[src/bss_pkg.sv]
// Package of constants and carrier types for the buck switch sequencer
package bss_pkg;
   // Clock and switching period
   localparam int unsigned CLK_PERIOD_NS  = 20;
   localparam int unsigned FSW_KHZ        = 570;
   localparam int unsigned SW_PERIOD_NS   = 1000000 / FSW_KHZ;
   localparam int unsigned PCNT_W         = 7;
   localparam logic [6:0]  SW_PERIOD_CYC  = 7'(SW_PERIOD_NS / CLK_PERIOD_NS);
   // Spread spectrum deviation, percent of nominal period
   localparam int unsigned DITHER_PCT     = 6;
   localparam logic [6:0]  DITHER_DEV_CYC = 7'((SW_PERIOD_NS / CLK_PERIOD_NS) * DITHER_PCT / 100);
   // Protection counts in switching cycles
   localparam int unsigned OCP_RUN_CYCLES = 512;
   localparam int unsigned OCP_W          = 10;
   localparam logic [9:0]  OCP_RUN_LAST   = 10'(OCP_RUN_CYCLES - 1);
   localparam int unsigned HIC_W          = 16;
   // Register offsets
   localparam int unsigned ADDR_W         = 8;
   localparam logic [7:0]  REG_CTRL       = 8'h00;
   localparam logic [7:0]  REG_STATUS     = 8'h04;
   localparam logic [7:0]  REG_COUNT      = 8'h08;
   // Control field positions and reset values
   localparam int unsigned CTRL_RUN_BIT   = 0;
   localparam int unsigned CTRL_DITH_BIT  = 1;
   localparam int unsigned CTRL_PFM_BIT   = 2;
   localparam logic [2:0]  CTRL_RESET     = 3'h7;
   // Status field positions
   localparam int unsigned ST_STATE_LSB   = 0;
   localparam int unsigned ST_HS_BIT      = 3;
   localparam int unsigned ST_LS_BIT      = 4;
   localparam int unsigned ST_PFM_BIT     = 5;
   localparam int unsigned ST_EVT_LSB     = 8;
   localparam int unsigned CNT_HIC_LSB    = 16;
   // Bus responses
   localparam logic [1:0]  RESP_OKAY      = 2'h0;
   localparam logic [1:0]  RESP_SLVERR    = 2'h2;

   // Sequencer states
   typedef enum logic [2:0] {
      BSS_OFF,
      BSS_SOFTSTART,
      BSS_RUN,
      BSS_HICCUP,
      BSS_THERMAL
   } bss_state_t;

   // Comparator results from the analog loop
   typedef struct packed {
      logic en_above_rise;   // Enable above rising threshold
      logic en_below_fall;   // Enable below falling threshold
      logic uvlo;            // Supply below lockout level
      logic ovp;             // Output above target by margin
      logic sum_above_comp;  // Summed ramp signal above compensation level
      logic peak_limit;      // Peak current limit tripped
      logic zero_cross;      // Inductor current reached zero
      logic comp_clamped;    // Compensation held at light-load clamp
      logic tsd_hot;         // Junction at shutdown limit
      logic tsd_cool;        // Junction back at recovery level
      logic ss_above_ref;    // Soft-start ramp above internal reference
   } bss_cmp_t;

   // Sticky event flags
   typedef struct packed {
      logic uvlo;
      logic thermal;
      logic hiccup;
      logic ovp;
   } bss_evt_t;
endpackage : bss_pkg

[src/bss_sequencer.sv]
// Buck switch sequencer: power switch timing, protections and register slave
`timescale 1ns/10ps
module bss_sequencer #(
   parameter int unsigned HICCUP_CYCLES = 8192
) (
   input  wire logic                   clk_i,
   input  wire logic                   rst_b_i,
   input  wire bss_pkg::bss_cmp_t      cmp_i,
   output logic                        hs_on_o,
   output logic                        ls_on_o,
   output logic                        ss_discharge_o,
   output logic                        ss_ref_sel_o,
   input  wire logic [bss_pkg::ADDR_W-1:0] s_axi_awaddr_i,
   input  wire logic                   s_axi_awvalid_i,
   output logic                        s_axi_awready_o,
   input  wire logic [31:0]            s_axi_wdata_i,
   input  wire logic [3:0]             s_axi_wstrb_i,
   input  wire logic                   s_axi_wvalid_i,
   output logic                        s_axi_wready_o,
   output logic [1:0]                  s_axi_bresp_o,
   output logic                        s_axi_bvalid_o,
   input  wire logic                   s_axi_bready_i,
   input  wire logic [bss_pkg::ADDR_W-1:0] s_axi_araddr_i,
   input  wire logic                   s_axi_arvalid_i,
   output logic                        s_axi_arready_o,
   output logic [31:0]                 s_axi_rdata_o,
   output logic [1:0]                  s_axi_rresp_o,
   output logic                        s_axi_rvalid_o,
   input  wire logic                   s_axi_rready_i
);
   import bss_pkg::*;

   localparam logic [HIC_W-1:0] HIC_LAST = HIC_W'(HICCUP_CYCLES - 1);

   // Register address check, used by both read and write paths
   function automatic logic addr_mapped(input logic [ADDR_W-1:0] a);
      addr_mapped = (a == REG_CTRL) || (a == REG_STATUS) || (a == REG_COUNT);
   endfunction : addr_mapped

   // State code shown to software
   function automatic logic [2:0] state_code(input bss_state_t s);
      case (s)
         BSS_OFF:       state_code = 3'h0;
         BSS_SOFTSTART: state_code = 3'h1;
         BSS_RUN:       state_code = 3'h2;
         BSS_HICCUP:    state_code = 3'h3;
         BSS_THERMAL:   state_code = 3'h4;
         default:       state_code = 3'h7;
      endcase
   endfunction : state_code

   bss_state_t        state;
   bss_state_t        next_state;
   logic [2:0]        ctrl;
   bss_evt_t          evt;
   logic [OCP_W-1:0]  ocp_run;
   logic [HIC_W-1:0]  hic_cnt;
   logic              cycle_trip;
   logic              pfm_active;
   logic              next_hs;
   logic              next_ls;
   logic              cycle_start;
   logic              aw_got;
   logic              w_got;
   logic [ADDR_W-1:0] waddr;
   logic [31:0]       wdata;
   logic [3:0]        wstrb;

   // Switching clock with spread spectrum
   bss_dither u_dither (
      .clk_i         (clk_i),
      .rst_b_i       (rst_b_i),
      .dither_en_i   (ctrl[CTRL_DITH_BIT]),
      .cycle_start_o (cycle_start)
   );

   // Operating conditions decoded from comparators and control
   wire active      = (state == BSS_SOFTSTART) || (state == BSS_RUN);
   wire go_off      = cmp_i.en_below_fall || cmp_i.uvlo || !ctrl[CTRL_RUN_BIT];
   wire may_start   = cmp_i.en_above_rise && !cmp_i.uvlo && ctrl[CTRL_RUN_BIT];
   wire pfm_mode    = ctrl[CTRL_PFM_BIT] && cmp_i.comp_clamped;
   wire hiccup_trip = cycle_start && cycle_trip && (ocp_run == OCP_RUN_LAST);
   wire hs_cutoff   = hs_on_o && (cmp_i.sum_above_comp || cmp_i.peak_limit);
   wire pfm_skip    = pfm_mode && cmp_i.sum_above_comp;
   wire do_write    = aw_got && w_got && !s_axi_bvalid_o;
   wire wr_ctrl     = do_write && (waddr == REG_CTRL) && wstrb[0];
   wire wr_status   = do_write && (waddr == REG_STATUS) && wstrb[1];
   wire [3:0] evt_clr = wr_status ? wdata[ST_EVT_LSB +: 4] : 4'h0;
   wire [3:0] evt_set = {cmp_i.uvlo && state != BSS_OFF,
                         cmp_i.tsd_hot && state != BSS_THERMAL,
                         hiccup_trip,
                         cmp_i.ovp && active};

   // Sequencer next state
   always_comb begin
      next_state = state;
      case (state)
         BSS_OFF: begin
            if (may_start && !cmp_i.tsd_hot) begin
               next_state = BSS_SOFTSTART;
            end
         end
         BSS_SOFTSTART, BSS_RUN: begin
            if (state == BSS_SOFTSTART && cmp_i.ss_above_ref) begin
               next_state = BSS_RUN;
            end
            if (hiccup_trip) begin
               next_state = BSS_HICCUP;
            end
         end
         BSS_HICCUP: begin
            if (cycle_start && hic_cnt == HIC_LAST) begin
               next_state = BSS_SOFTSTART;
            end
         end
         BSS_THERMAL: begin
            if (cmp_i.tsd_cool && !cmp_i.tsd_hot) begin
               next_state = BSS_SOFTSTART;
            end
         end
         default: next_state = BSS_OFF;
      endcase
      if (cmp_i.tsd_hot && state != BSS_OFF) begin
         next_state = BSS_THERMAL;
      end
      if (go_off) begin
         next_state = BSS_OFF;
      end
   end

   // Power switch drive for the next cycle
   always_comb begin
      next_hs = hs_on_o;
      next_ls = ls_on_o;
      // ramp crossing hands over to low side
      // peak trip cuts high side at once
      if (hs_cutoff) begin
         next_hs = 1'b0;
         next_ls = 1'b1;
      end
      // zero cross ends low side in light load
      if (pfm_mode && ls_on_o && cmp_i.zero_cross) begin
         next_ls = 1'b0;
      end
      if (cycle_start) begin
         // cycle start turns high side on
         // low side off at next cycle
         // switching every cycle in heavy load
         // light load skips pulses at the clamp
         next_hs = !pfm_skip;
         next_ls = 1'b0;
      end
      if (cmp_i.ovp) begin
         next_hs = 1'b0;
         next_ls = 1'b1;
      end
      if (next_state != BSS_SOFTSTART && next_state != BSS_RUN) begin
         next_hs = 1'b0;
         next_ls = 1'b0;
      end
   end

   // State and switch registers
   always_ff @(posedge clk_i) begin
      if (!rst_b_i) begin
         state   <= BSS_OFF;
         hs_on_o <= 1'b0;
         ls_on_o <= 1'b0;
      end else begin
         state   <= next_state;
         hs_on_o <= next_hs;
         ls_on_o <= next_ls;
      end
   end

   // Soft-start pin control and reference selection
   always_ff @(posedge clk_i) begin
      if (!rst_b_i) begin
         ss_discharge_o <= 1'b1;
         ss_ref_sel_o   <= 1'b0;
         pfm_active     <= 1'b0;
      end else begin
         ss_discharge_o <= !(next_state == BSS_SOFTSTART || next_state == BSS_RUN);
         // lower of ramp and reference during soft-start
         ss_ref_sel_o   <= (next_state == BSS_SOFTSTART);
         pfm_active     <= pfm_mode && active;
      end
   end

   // Peak trip memory for the current switching cycle
   always_ff @(posedge clk_i) begin
      if (!rst_b_i) begin
         cycle_trip <= 1'b0;
      end else if (cycle_start || !active) begin
         cycle_trip <= 1'b0;
      end else if (hs_on_o && cmp_i.peak_limit) begin
         cycle_trip <= 1'b1;
      end
   end

   // run counter clears on clean cycle or shutdown
   always_ff @(posedge clk_i) begin
      if (!rst_b_i || !active || go_off || cmp_i.tsd_hot) begin
         ocp_run <= '0;
      end else if (cycle_start) begin
         ocp_run <= cycle_trip ? OCP_W'(ocp_run + 1'b1) : '0;
      end
   end

   // hiccup down time counted in switching cycles
   always_ff @(posedge clk_i) begin
      if (!rst_b_i || state != BSS_HICCUP) begin
         hic_cnt <= '0;
      end else if (cycle_start) begin
         hic_cnt <= HIC_W'(hic_cnt + 1'b1);
      end
   end

   // Control register and sticky events, a new event wins over its clear
   always_ff @(posedge clk_i) begin
      if (!rst_b_i) begin
         ctrl <= CTRL_RESET;
         evt  <= '0;
      end else begin
         if (wr_ctrl) begin
            ctrl <= wdata[2:0];
         end
         evt <= (evt & ~evt_clr) | evt_set;
      end
   end

   // Write address and data capture, in either order
   always_ff @(posedge clk_i) begin
      if (!rst_b_i) begin
         s_axi_awready_o <= 1'b0;
         s_axi_wready_o  <= 1'b0;
         aw_got          <= 1'b0;
         w_got           <= 1'b0;
         waddr           <= '0;
         wdata           <= 32'h00000000;
         wstrb           <= 4'h0;
      end else begin
         s_axi_awready_o <= s_axi_awvalid_i && !s_axi_awready_o && !aw_got && !s_axi_bvalid_o;
         s_axi_wready_o  <= s_axi_wvalid_i && !s_axi_wready_o && !w_got && !s_axi_bvalid_o;
         if (s_axi_awvalid_i && s_axi_awready_o) begin
            aw_got <= 1'b1;
            waddr  <= s_axi_awaddr_i;
         end else if (do_write) begin
            aw_got <= 1'b0;
         end
         if (s_axi_wvalid_i && s_axi_wready_o) begin
            w_got <= 1'b1;
            wdata <= s_axi_wdata_i;
            wstrb <= s_axi_wstrb_i;
         end else if (do_write) begin
            w_got <= 1'b0;
         end
      end
   end

   // Write response
   always_ff @(posedge clk_i) begin
      if (!rst_b_i) begin
         s_axi_bvalid_o <= 1'b0;
         s_axi_bresp_o  <= RESP_OKAY;
      end else if (do_write) begin
         s_axi_bvalid_o <= 1'b1;
         s_axi_bresp_o  <= addr_mapped(waddr) ? RESP_OKAY : RESP_SLVERR;
      end else if (s_axi_bready_i) begin
         s_axi_bvalid_o <= 1'b0;
      end
   end

   // Read data selection
   wire [31:0] st_word = {20'h00000, evt, 2'h0, pfm_active, ls_on_o, hs_on_o, state_code(state)};
   wire [31:0] cnt_word = {hic_cnt, 6'h00, ocp_run};
   wire [31:0] rd_word = (s_axi_araddr_i == REG_CTRL)   ? {29'h00000000, ctrl} :
                         (s_axi_araddr_i == REG_STATUS) ? st_word :
                         (s_axi_araddr_i == REG_COUNT)  ? cnt_word : 32'h00000000;

   // Read channel
   always_ff @(posedge clk_i) begin
      if (!rst_b_i) begin
         s_axi_arready_o <= 1'b0;
         s_axi_rvalid_o  <= 1'b0;
         s_axi_rdata_o   <= 32'h00000000;
         s_axi_rresp_o   <= RESP_OKAY;
      end else begin
         s_axi_arready_o <= s_axi_arvalid_i && !s_axi_arready_o && !s_axi_rvalid_o;
         if (s_axi_arvalid_i && s_axi_arready_o) begin
            s_axi_rvalid_o <= 1'b1;
            s_axi_rdata_o  <= rd_word;
            s_axi_rresp_o  <= addr_mapped(s_axi_araddr_i) ? RESP_OKAY : RESP_SLVERR;
         end else if (s_axi_rready_i) begin
            s_axi_rvalid_o <= 1'b0;
         end
      end
   end
endmodule : bss_sequencer

[src/bss_dither.sv]
// Switching clock divider with triangular spread-spectrum period
`timescale 1ns/10ps
module bss_dither (
   input  wire logic clk_i,
   input  wire logic rst_b_i,
   input  wire logic dither_en_i,
   output logic      cycle_start_o
);
   import bss_pkg::*;

   logic [6:0] period_cnt;
   logic [6:0] offs;
   logic       up;
   wire  [6:0] period_len;
   wire        period_end;
   wire  [6:0] offs_top;

   // Period swings from nominal minus deviation to nominal plus deviation
   assign offs_top   = 7'(DITHER_DEV_CYC << 1);
   assign period_len = dither_en_i ? 7'(SW_PERIOD_CYC - DITHER_DEV_CYC + offs) : SW_PERIOD_CYC;
   assign period_end = (period_cnt >= 7'(period_len - 7'h01));

   // Period counter and cycle start pulse
   always_ff @(posedge clk_i) begin
      if (!rst_b_i) begin
         period_cnt    <= 7'h00;
         cycle_start_o <= 1'b0;
      end else begin
         period_cnt    <= period_end ? 7'h00 : 7'(period_cnt + 7'h01);
         cycle_start_o <= period_end;
      end
   end

   always_ff @(posedge clk_i) begin
      if (!rst_b_i) begin
         offs <= DITHER_DEV_CYC;
         up   <= 1'b1;
      end else if (period_end) begin
         if (up) begin
            offs <= 7'(offs + 7'h01);
            up   <= (7'(offs + 7'h01) < offs_top);
         end else begin
            offs <= 7'(offs - 7'h01);
            up   <= (offs == 7'h01);
         end
      end
   end
endmodule : bss_dither

[config.mk]
export PLATFORM = sky130hd
export DESIGN_NAME = bss_sequencer
export DESIGN_NICKNAME = d
export VERILOG_FILES = /design/src/bss_pkg.sv /design/src/bss_sequencer.sv /design/src/bss_dither.sv
export SDC_FILE = /design/constraint.sdc
export NUM_CORES = 1
export LEC_CHECK = 0
export BUFFER_PORTS_ARGS = -buffer_cell sky130_fd_sc_hd__buf_2
export CAP_MARGIN = 10
export CORE_MARGIN = 2
export CORE_UTILIZATION = 23
export CTS_CLUSTER_SIZE = 25
export DETAILED_ROUTE_END_ITERATION = 10
export SLEW_MARGIN = 0
export SYNTH_ARGS = -nofsm -noshare
export SYNTH_HDL_FRONTEND = slang
export SYNTH_SLANG_ARGS = --single-unit
[constraint.sdc]
create_clock -name clk_i -period 7.3 [get_ports clk_i]
set_clock_uncertainty 0.15 [all_clocks]
set_input_delay 0.365 -clock clk_i [delete_from_list [all_inputs] [get_ports clk_i]]
set_output_delay 0.365 -clock clk_i [all_outputs]
set_load 0.05 [all_outputs]
* Word level (Yosys, flattened, before mapping)
Cells that the tools add are included.
Storage, ports and cells: output and inout bits 45, bits of input ports 70, bits in registers 123
Operators by class: add/subtract/negate cells 7, reduce and logical (&&, ||, !) cells 80, eq/ne operators 17, $lt $le $gt $ge 2, multiplexer cells 32, bitwise operators 4
Operators with widths (number):
- two-way mux 32 bit | 3
- logical AND 1 bit | 37
- two-way mux 3 bit | 7
- adder 16 x 1 -> 16 bit, second input constant | 1
- equality test 16 x 13 -> 1 bit, second input constant | 1
- equality test 8 x 3 -> 1 bit, second input constant | 2
- equality test 8 x 4 -> 1 bit, second input constant | 2
- zero test 8 bit | 2
- one-hot mux 3 bit (5 select lines) | 1
- adder 7 x 1 -> 7 bit, second input constant | 2
- zero test 1 bit | 14
- logical OR 1 bit | 14
- two-way mux 1 bit | 14
- two-way mux 7 bit | 2
- subtractor 7 x 1 -> 7 bit, second input constant | 2
- one-hot mux 3 bit (4 select lines) | 1
- adder 10 x 1 -> 10 bit, second input constant | 1
- equality test 10 x 9 -> 1 bit, second input constant | 1
- two-way mux 10 bit | 1
- nonzero test 2 bit | 5
- equality test 3 x 2 -> 1 bit, second input constant | 3
- OR reduction 2 bit | 4
- adder 7 bit, first input constant | 1
- equality test 7 x 1 -> 1 bit, second input constant | 1
- 17 further kinds | 20

* Depth between registers and ports, before layout
depth in word-level cells 11, mapped depth 12, gate-level depth less buffers 12

* By module
From an unflattened synthesis, not the netlist that was laid out.
Unflattened totals: cell total of the unflattened synthesis 635, area, all modules 5475.3 sq um
Modules (own cells, without submodules):
- bss_sequencer | cells each 476, area an instance 4190.3 sq um, instances 1, sequential area each 1921.8 sq um
- bss_dither | cells each 159, area an instance 1285.0 sq um, instances 1, sequential area each 320.3 sq um

* Worst setup path before layout
Ideal clock, no wire load.
kind reg2reg, start point reg u_dither.offs[2], end point reg u_dither.offs[3], setup slack 4.085 ns, required time 7.035 ns, setup time 0.115 ns, arrival time 2.950 ns, period minus slack after synthesis 3.215 ns, stages on the path, launching flop included 13, path buffers 1, cell sequence dfxtp_1 clkbuf_1 inv_1 ha_1 and3b_1 nand4_1 xor2_1 ha_1 and4_1 a221oi_2 a22oi_1 xor2_1 and2_1
On the way: word-level cells in the longest chain between the ends 4, elaborated cells on any way between the ends 7, classes of those cells add/sub (4); order compare (1); mux (2)
Ends and longest elaborated chain:
- start: declaration | RTL line bss_dither.sv:12 | logic [6:0] offs;
- start signal: assignment | RTL line bss_dither.sv:40 | offs <= 7'(offs + 7'h01);
- start signal: assignment | RTL line bss_dither.sv:43 | offs <= 7'(offs - 7'h01);
- adder 7 bit | RTL line bss_dither.sv:20 | assign period_len = dither_en_i ? 7'(SW_PERIOD_CYC - DITHER_DEV_CYC + offs) : SW_PERIOD_CYC;
- two-way mux 7 bit | RTL line bss_dither.sv:20
- subtractor 7 x 1 -> 7 bit | RTL line bss_dither.sv:21 | assign period_end = (period_cnt >= 7'(period_len - 7'h01));
- >= comparator 7 bit | RTL line bss_dither.sv:21
Several ways; a longest one is shown, not always the timed one. A chain may end at the register's enable or synchronous reset.

* Final worst setup path
start point reg u_dither.offs[2], end point reg u_dither.offs[6]
The elaborated chain is that of the path after synthesis.

==> summary.md <==
| Metric | Value |
|---|---|
| Met2 layer usage reported by global route | `17.36%` |
| Core Area | `22640 um2` |
| Worst-path fanout max | `11` |
| Maximum vdd drop | `77.33 uV` |
| Largest area contributor in the synthesized netlist | `sky130_fd_sc_hd__dfxtp_1` |
| DR pass1 iterations | `6` |
| Cell types with the highest counts after synthesis | `sky130_fd_sc_hd__dfxtp_1 (112), sky130_fd_sc_hd__nand2_1 (75), sky130_fd_sc_hd__nor2_1 (39), sky130_fd_sc_hd__nor2b_1 (35), sky130_fd_sc_hd__nand3_1 (33)` |
| Ratio of total power to cell area | `192.6 nW/um2` |
| Gp weighted congestion | `0.7903` |
| Final number of hold-violating endpoints | `0` |
| Full die area | `24300 um2` |
| Number of pins with negative max-slew slack in the final report | `0` |
| Horizontal die dimension | `155.9 um` |
| Static Leak | `2.342 nW` |
| Setup repair after global routing missed its margin | `false` |
| Critical setup path kind | `reg2reg` |
| Routed vias | `4407` |
| Worst slew pin tran | `0.7505 ns` |
| Max-capacitance violation count | `0` |
| Synthesized instance count | `615` |
| GR Overflow Total | `0` |
| Final wirelength | `13290 um` |
| Max-Slew Margin vs Limit | `49.97%` |
| Depth of the CTS H-tree | `3` |
| Aggregate global-route resource usage | `11.01%` |
| Top cells by area, synth | `sky130_fd_sc_hd__dfxtp_1 (42%), sky130_fd_sc_hd__nand2_1 (5.3%), sky130_fd_sc_hd__nor2b_1 (4.1%), sky130_fd_sc_hd__ha_1 (4.0%), sky130_fd_sc_hd__a22oi_1 (4.0%)` |
| CTS Hold Bufs | `0` |
| Number of input and output port buffers inserted | `81` |
| Number of buffers created by CTS | `9` |
| CP Launch Type | `flop` |
| Detail-routed net length per standard cell | `13.69 um` |
| Clock Tree Buf Depth | `2` |
| Clk_lat worst skew | `0.36 ns` |
| Synthesized flop and latch total | `112` |
| Achievable clock frequency | `0.2759 GHz` |
| Vias in the first global route | `4045` |
| Number of different library cells in the post-synthesis netlist | `52` |
| Share of flip-flops with an asynchronous set or reset after synthesis | `0%` |
| Average size of a mapped cell | `8.626 um2` |
| Cell area after synthesis | `5305 um2` |
| Post-DR vias/cell | `4.539` |
| Cell area after layout | `6251 um2` |
| Initial antenna violation count | `2` |
| Fin nets | `766` |
| Most frequently used flop master after synthesis | `sky130_fd_sc_hd__dfxtp_1` |
| HP Class | `in2reg` |
| WHS | `0.08964 ns` |
| Sort of element at the end of the critical path | `flop` |
| Post-detailed-route DRC marker count | `0` |
| Data required time at the worst endpoint | `7.40 ns` |
| Initial Util | `23.43%` |
| Share of the clock period used by the worst path | `49.66%` |
| Arrival time reported for the critical path endpoint | `3.73 ns` |
| Synth-to-Final Area Change | `17.83%` |
| Global routing usage on met3 | `3.028%` |
| Setup Total Neg Slack | `0 ns` |
| Met1 usage | `14.07%` |
| Placement row count | `55` |
| Buffer type at the clock tree root | `sky130_fd_sc_hd__clkbuf_16` |
| Global-route wire length before repair | `21110 um` |
| PostCTS Resize Cnt | `0` |
| Most repeated cell in the gate-level netlist after synthesis | `sky130_fd_sc_hd__dfxtp_1` |
| Clock sink count | `112` |
| Final setup vio count | `0` |
| Post-DP HPWL | `9555 um` |
| Most congested layer reported by global routing | `met2` |
| Post-DP Area | `5942 um2` |
| Boundary Pins | `115` |
| Die boundary height | `155.9 um` |
| Filler cell count | `2401` |
| Status | `finished clean` |
| Count of antenna-violating nets left after detailed routing | `0` |
| Area fraction of the dominant cell type after synthesis | `42.26%` |
| Post-synthesis sequential area ratio | `42.26%` |
| Post-synth EDFFs | `0` |
| Share of post-route cells with drive strength above 1 | `15.64%` |
| Final total power | `1.204 mW` |
| Clock tree from TritonCTS | `built` |
| Pin count of the biggest net entering global routing | `73` |
| Clock slew at the register clock pins of the worst setup and hold paths | `0.07 ns` |
| Final min period | `3.625 ns` |
| Number of warning messages in the yosys log | `0` |
| Initial DRC Count | `288` |
| Post-CTS Repair Setup Buffers | `0` |
==> worst paths after layout <==
check,from,slack [ns],cells past startpoint,endpoint
setup / recovery,u_dither.offs[2]$_SDFFE_PN1P_,3.68,11,u_dither.offs[6]$_SDFFE_PN0P_
hold / removal,cmp_i[7],0.09,2,hs_on_o$_SDFFE_PP0P_
setup reg to reg,u_dither.offs[2]$_SDFFE_PN1P_,3.68,11,u_dither.offs[6]$_SDFFE_PN0P_
hold reg to reg,s_axi_rvalid_o$_SDFFE_PN0P_,0.29,1,s_axi_arready_o$_SDFF_PN0_
==> layout make-up <==
cell class | instances | area, um2 | share of cell area, %
multi-input cells | 459 | 2863 | 45.80
flip-flops and latches | 112 | 2242 | 35.87
repair buffers | 85 | 435.4 | 6.966
well taps | 285 | 356.6 | 5.705
clock buffers | 9 | 225.2 | 3.603
clock inverters | 7 | 78.83 | 1.261
inverters | 12 | 45.04 | 0.7206
diodes | 2 | 5.005 | 0.08006
==> per-layer routing <==
layer | vias to the layer above | wire length (um)
met5 | - | 12
li1 | 2292 | -
met3 | 15 | 725
met4 | 2 | 249
met1 | 2023 | 6327
met2 | 75 | 5978
==> cell families (layout without fill, tap and decap cells) <==
| logic type | Yosys count | count (layout) | share of synthesized area [%] |
|---|---|---|---|
| xor+xnor | 36 | 36 | 6.085 |
| buf+inv | 49 | 113 | 4.127 |
| fa+ha+maj | 17 | 17 | 4.009 |
| other cells | 1 | 8 | 0.07069 |
| flops | 112 | 112 | 42.26 |
| mux | 8 | 8 | 1.509 |
| simple gates | 273 | 273 | 26.96 |
| compound gates | 119 | 119 | 14.98 |
==> state kept, by name, summed over array words and instances (netlist names), 4 cells and up <==
name and cells:
waddr 8, u_dither.offs 7, ocp_run 10, evt 4
hic_cnt 16, wdata 7, u_dither.period_cnt 7, s_axi_rdata_o 28
==> worst max-delay path, cell delays in order (launching register included) <==
cell and delay, ns:
sky130_fd_sc_hd__dfxtp_1 0.54, sky130_fd_sc_hd__ha_1 0.37, sky130_fd_sc_hd__xnor2_1 0.20, sky130_fd_sc_hd__and3b_1 0.24
sky130_fd_sc_hd__nand4_1 0.11, sky130_fd_sc_hd__xor2_1 0.17, sky130_fd_sc_hd__ha_1 0.32, sky130_fd_sc_hd__and4_1 0.22
sky130_fd_sc_hd__a221oi_2 0.63, sky130_fd_sc_hd__a22oi_1 0.23, sky130_fd_sc_hd__xor2_1 0.18, sky130_fd_sc_hd__and2_1 0.16
==> power breakdown <==
group | leakage, nW | switching (mW) | internal [mW]
clock network | 0.150 | 0.245 | 0.271
logic | 1.29 | 0.0414 | 0.0237
registers | 0.905 | 0.00603 | 0.618
==> layout by cell type (no fill, tap or decap), drive strengths merged, types with 8 or more instances in the layout <==
cell,Yosys,routed
a21oi,31,31
buf,11,85
nor3,16,16
clkbuf,26,9
nand2,76,76
dfxtp,112,112
ha,17,17
nand3,33,33
inv,12,14
nand4,10,10
and2,10,10
xnor2,18,18
nor2,39,39
a22oi,28,28
nand2b,11,11
mux2i,8,8
o21ai,15,15
xor2,18,18
nor2b,35,35
a21boi,23,23
==> per-stage QoR <==
stage / worst slack [ns] / cells / utilization, %
after floorplan: 4.085 / 620 / -
after global placement: 3.717 / 953 / 26.24
after detailed placement: 3.701 / 953 / 26.24
after CTS: 3.675 / 969 / 27.59
after global routing: 3.343 / 969 / 27.59
final: 3.675 / 971 / 27.61
Note: power is estimated with default switching activity, not from simulation.
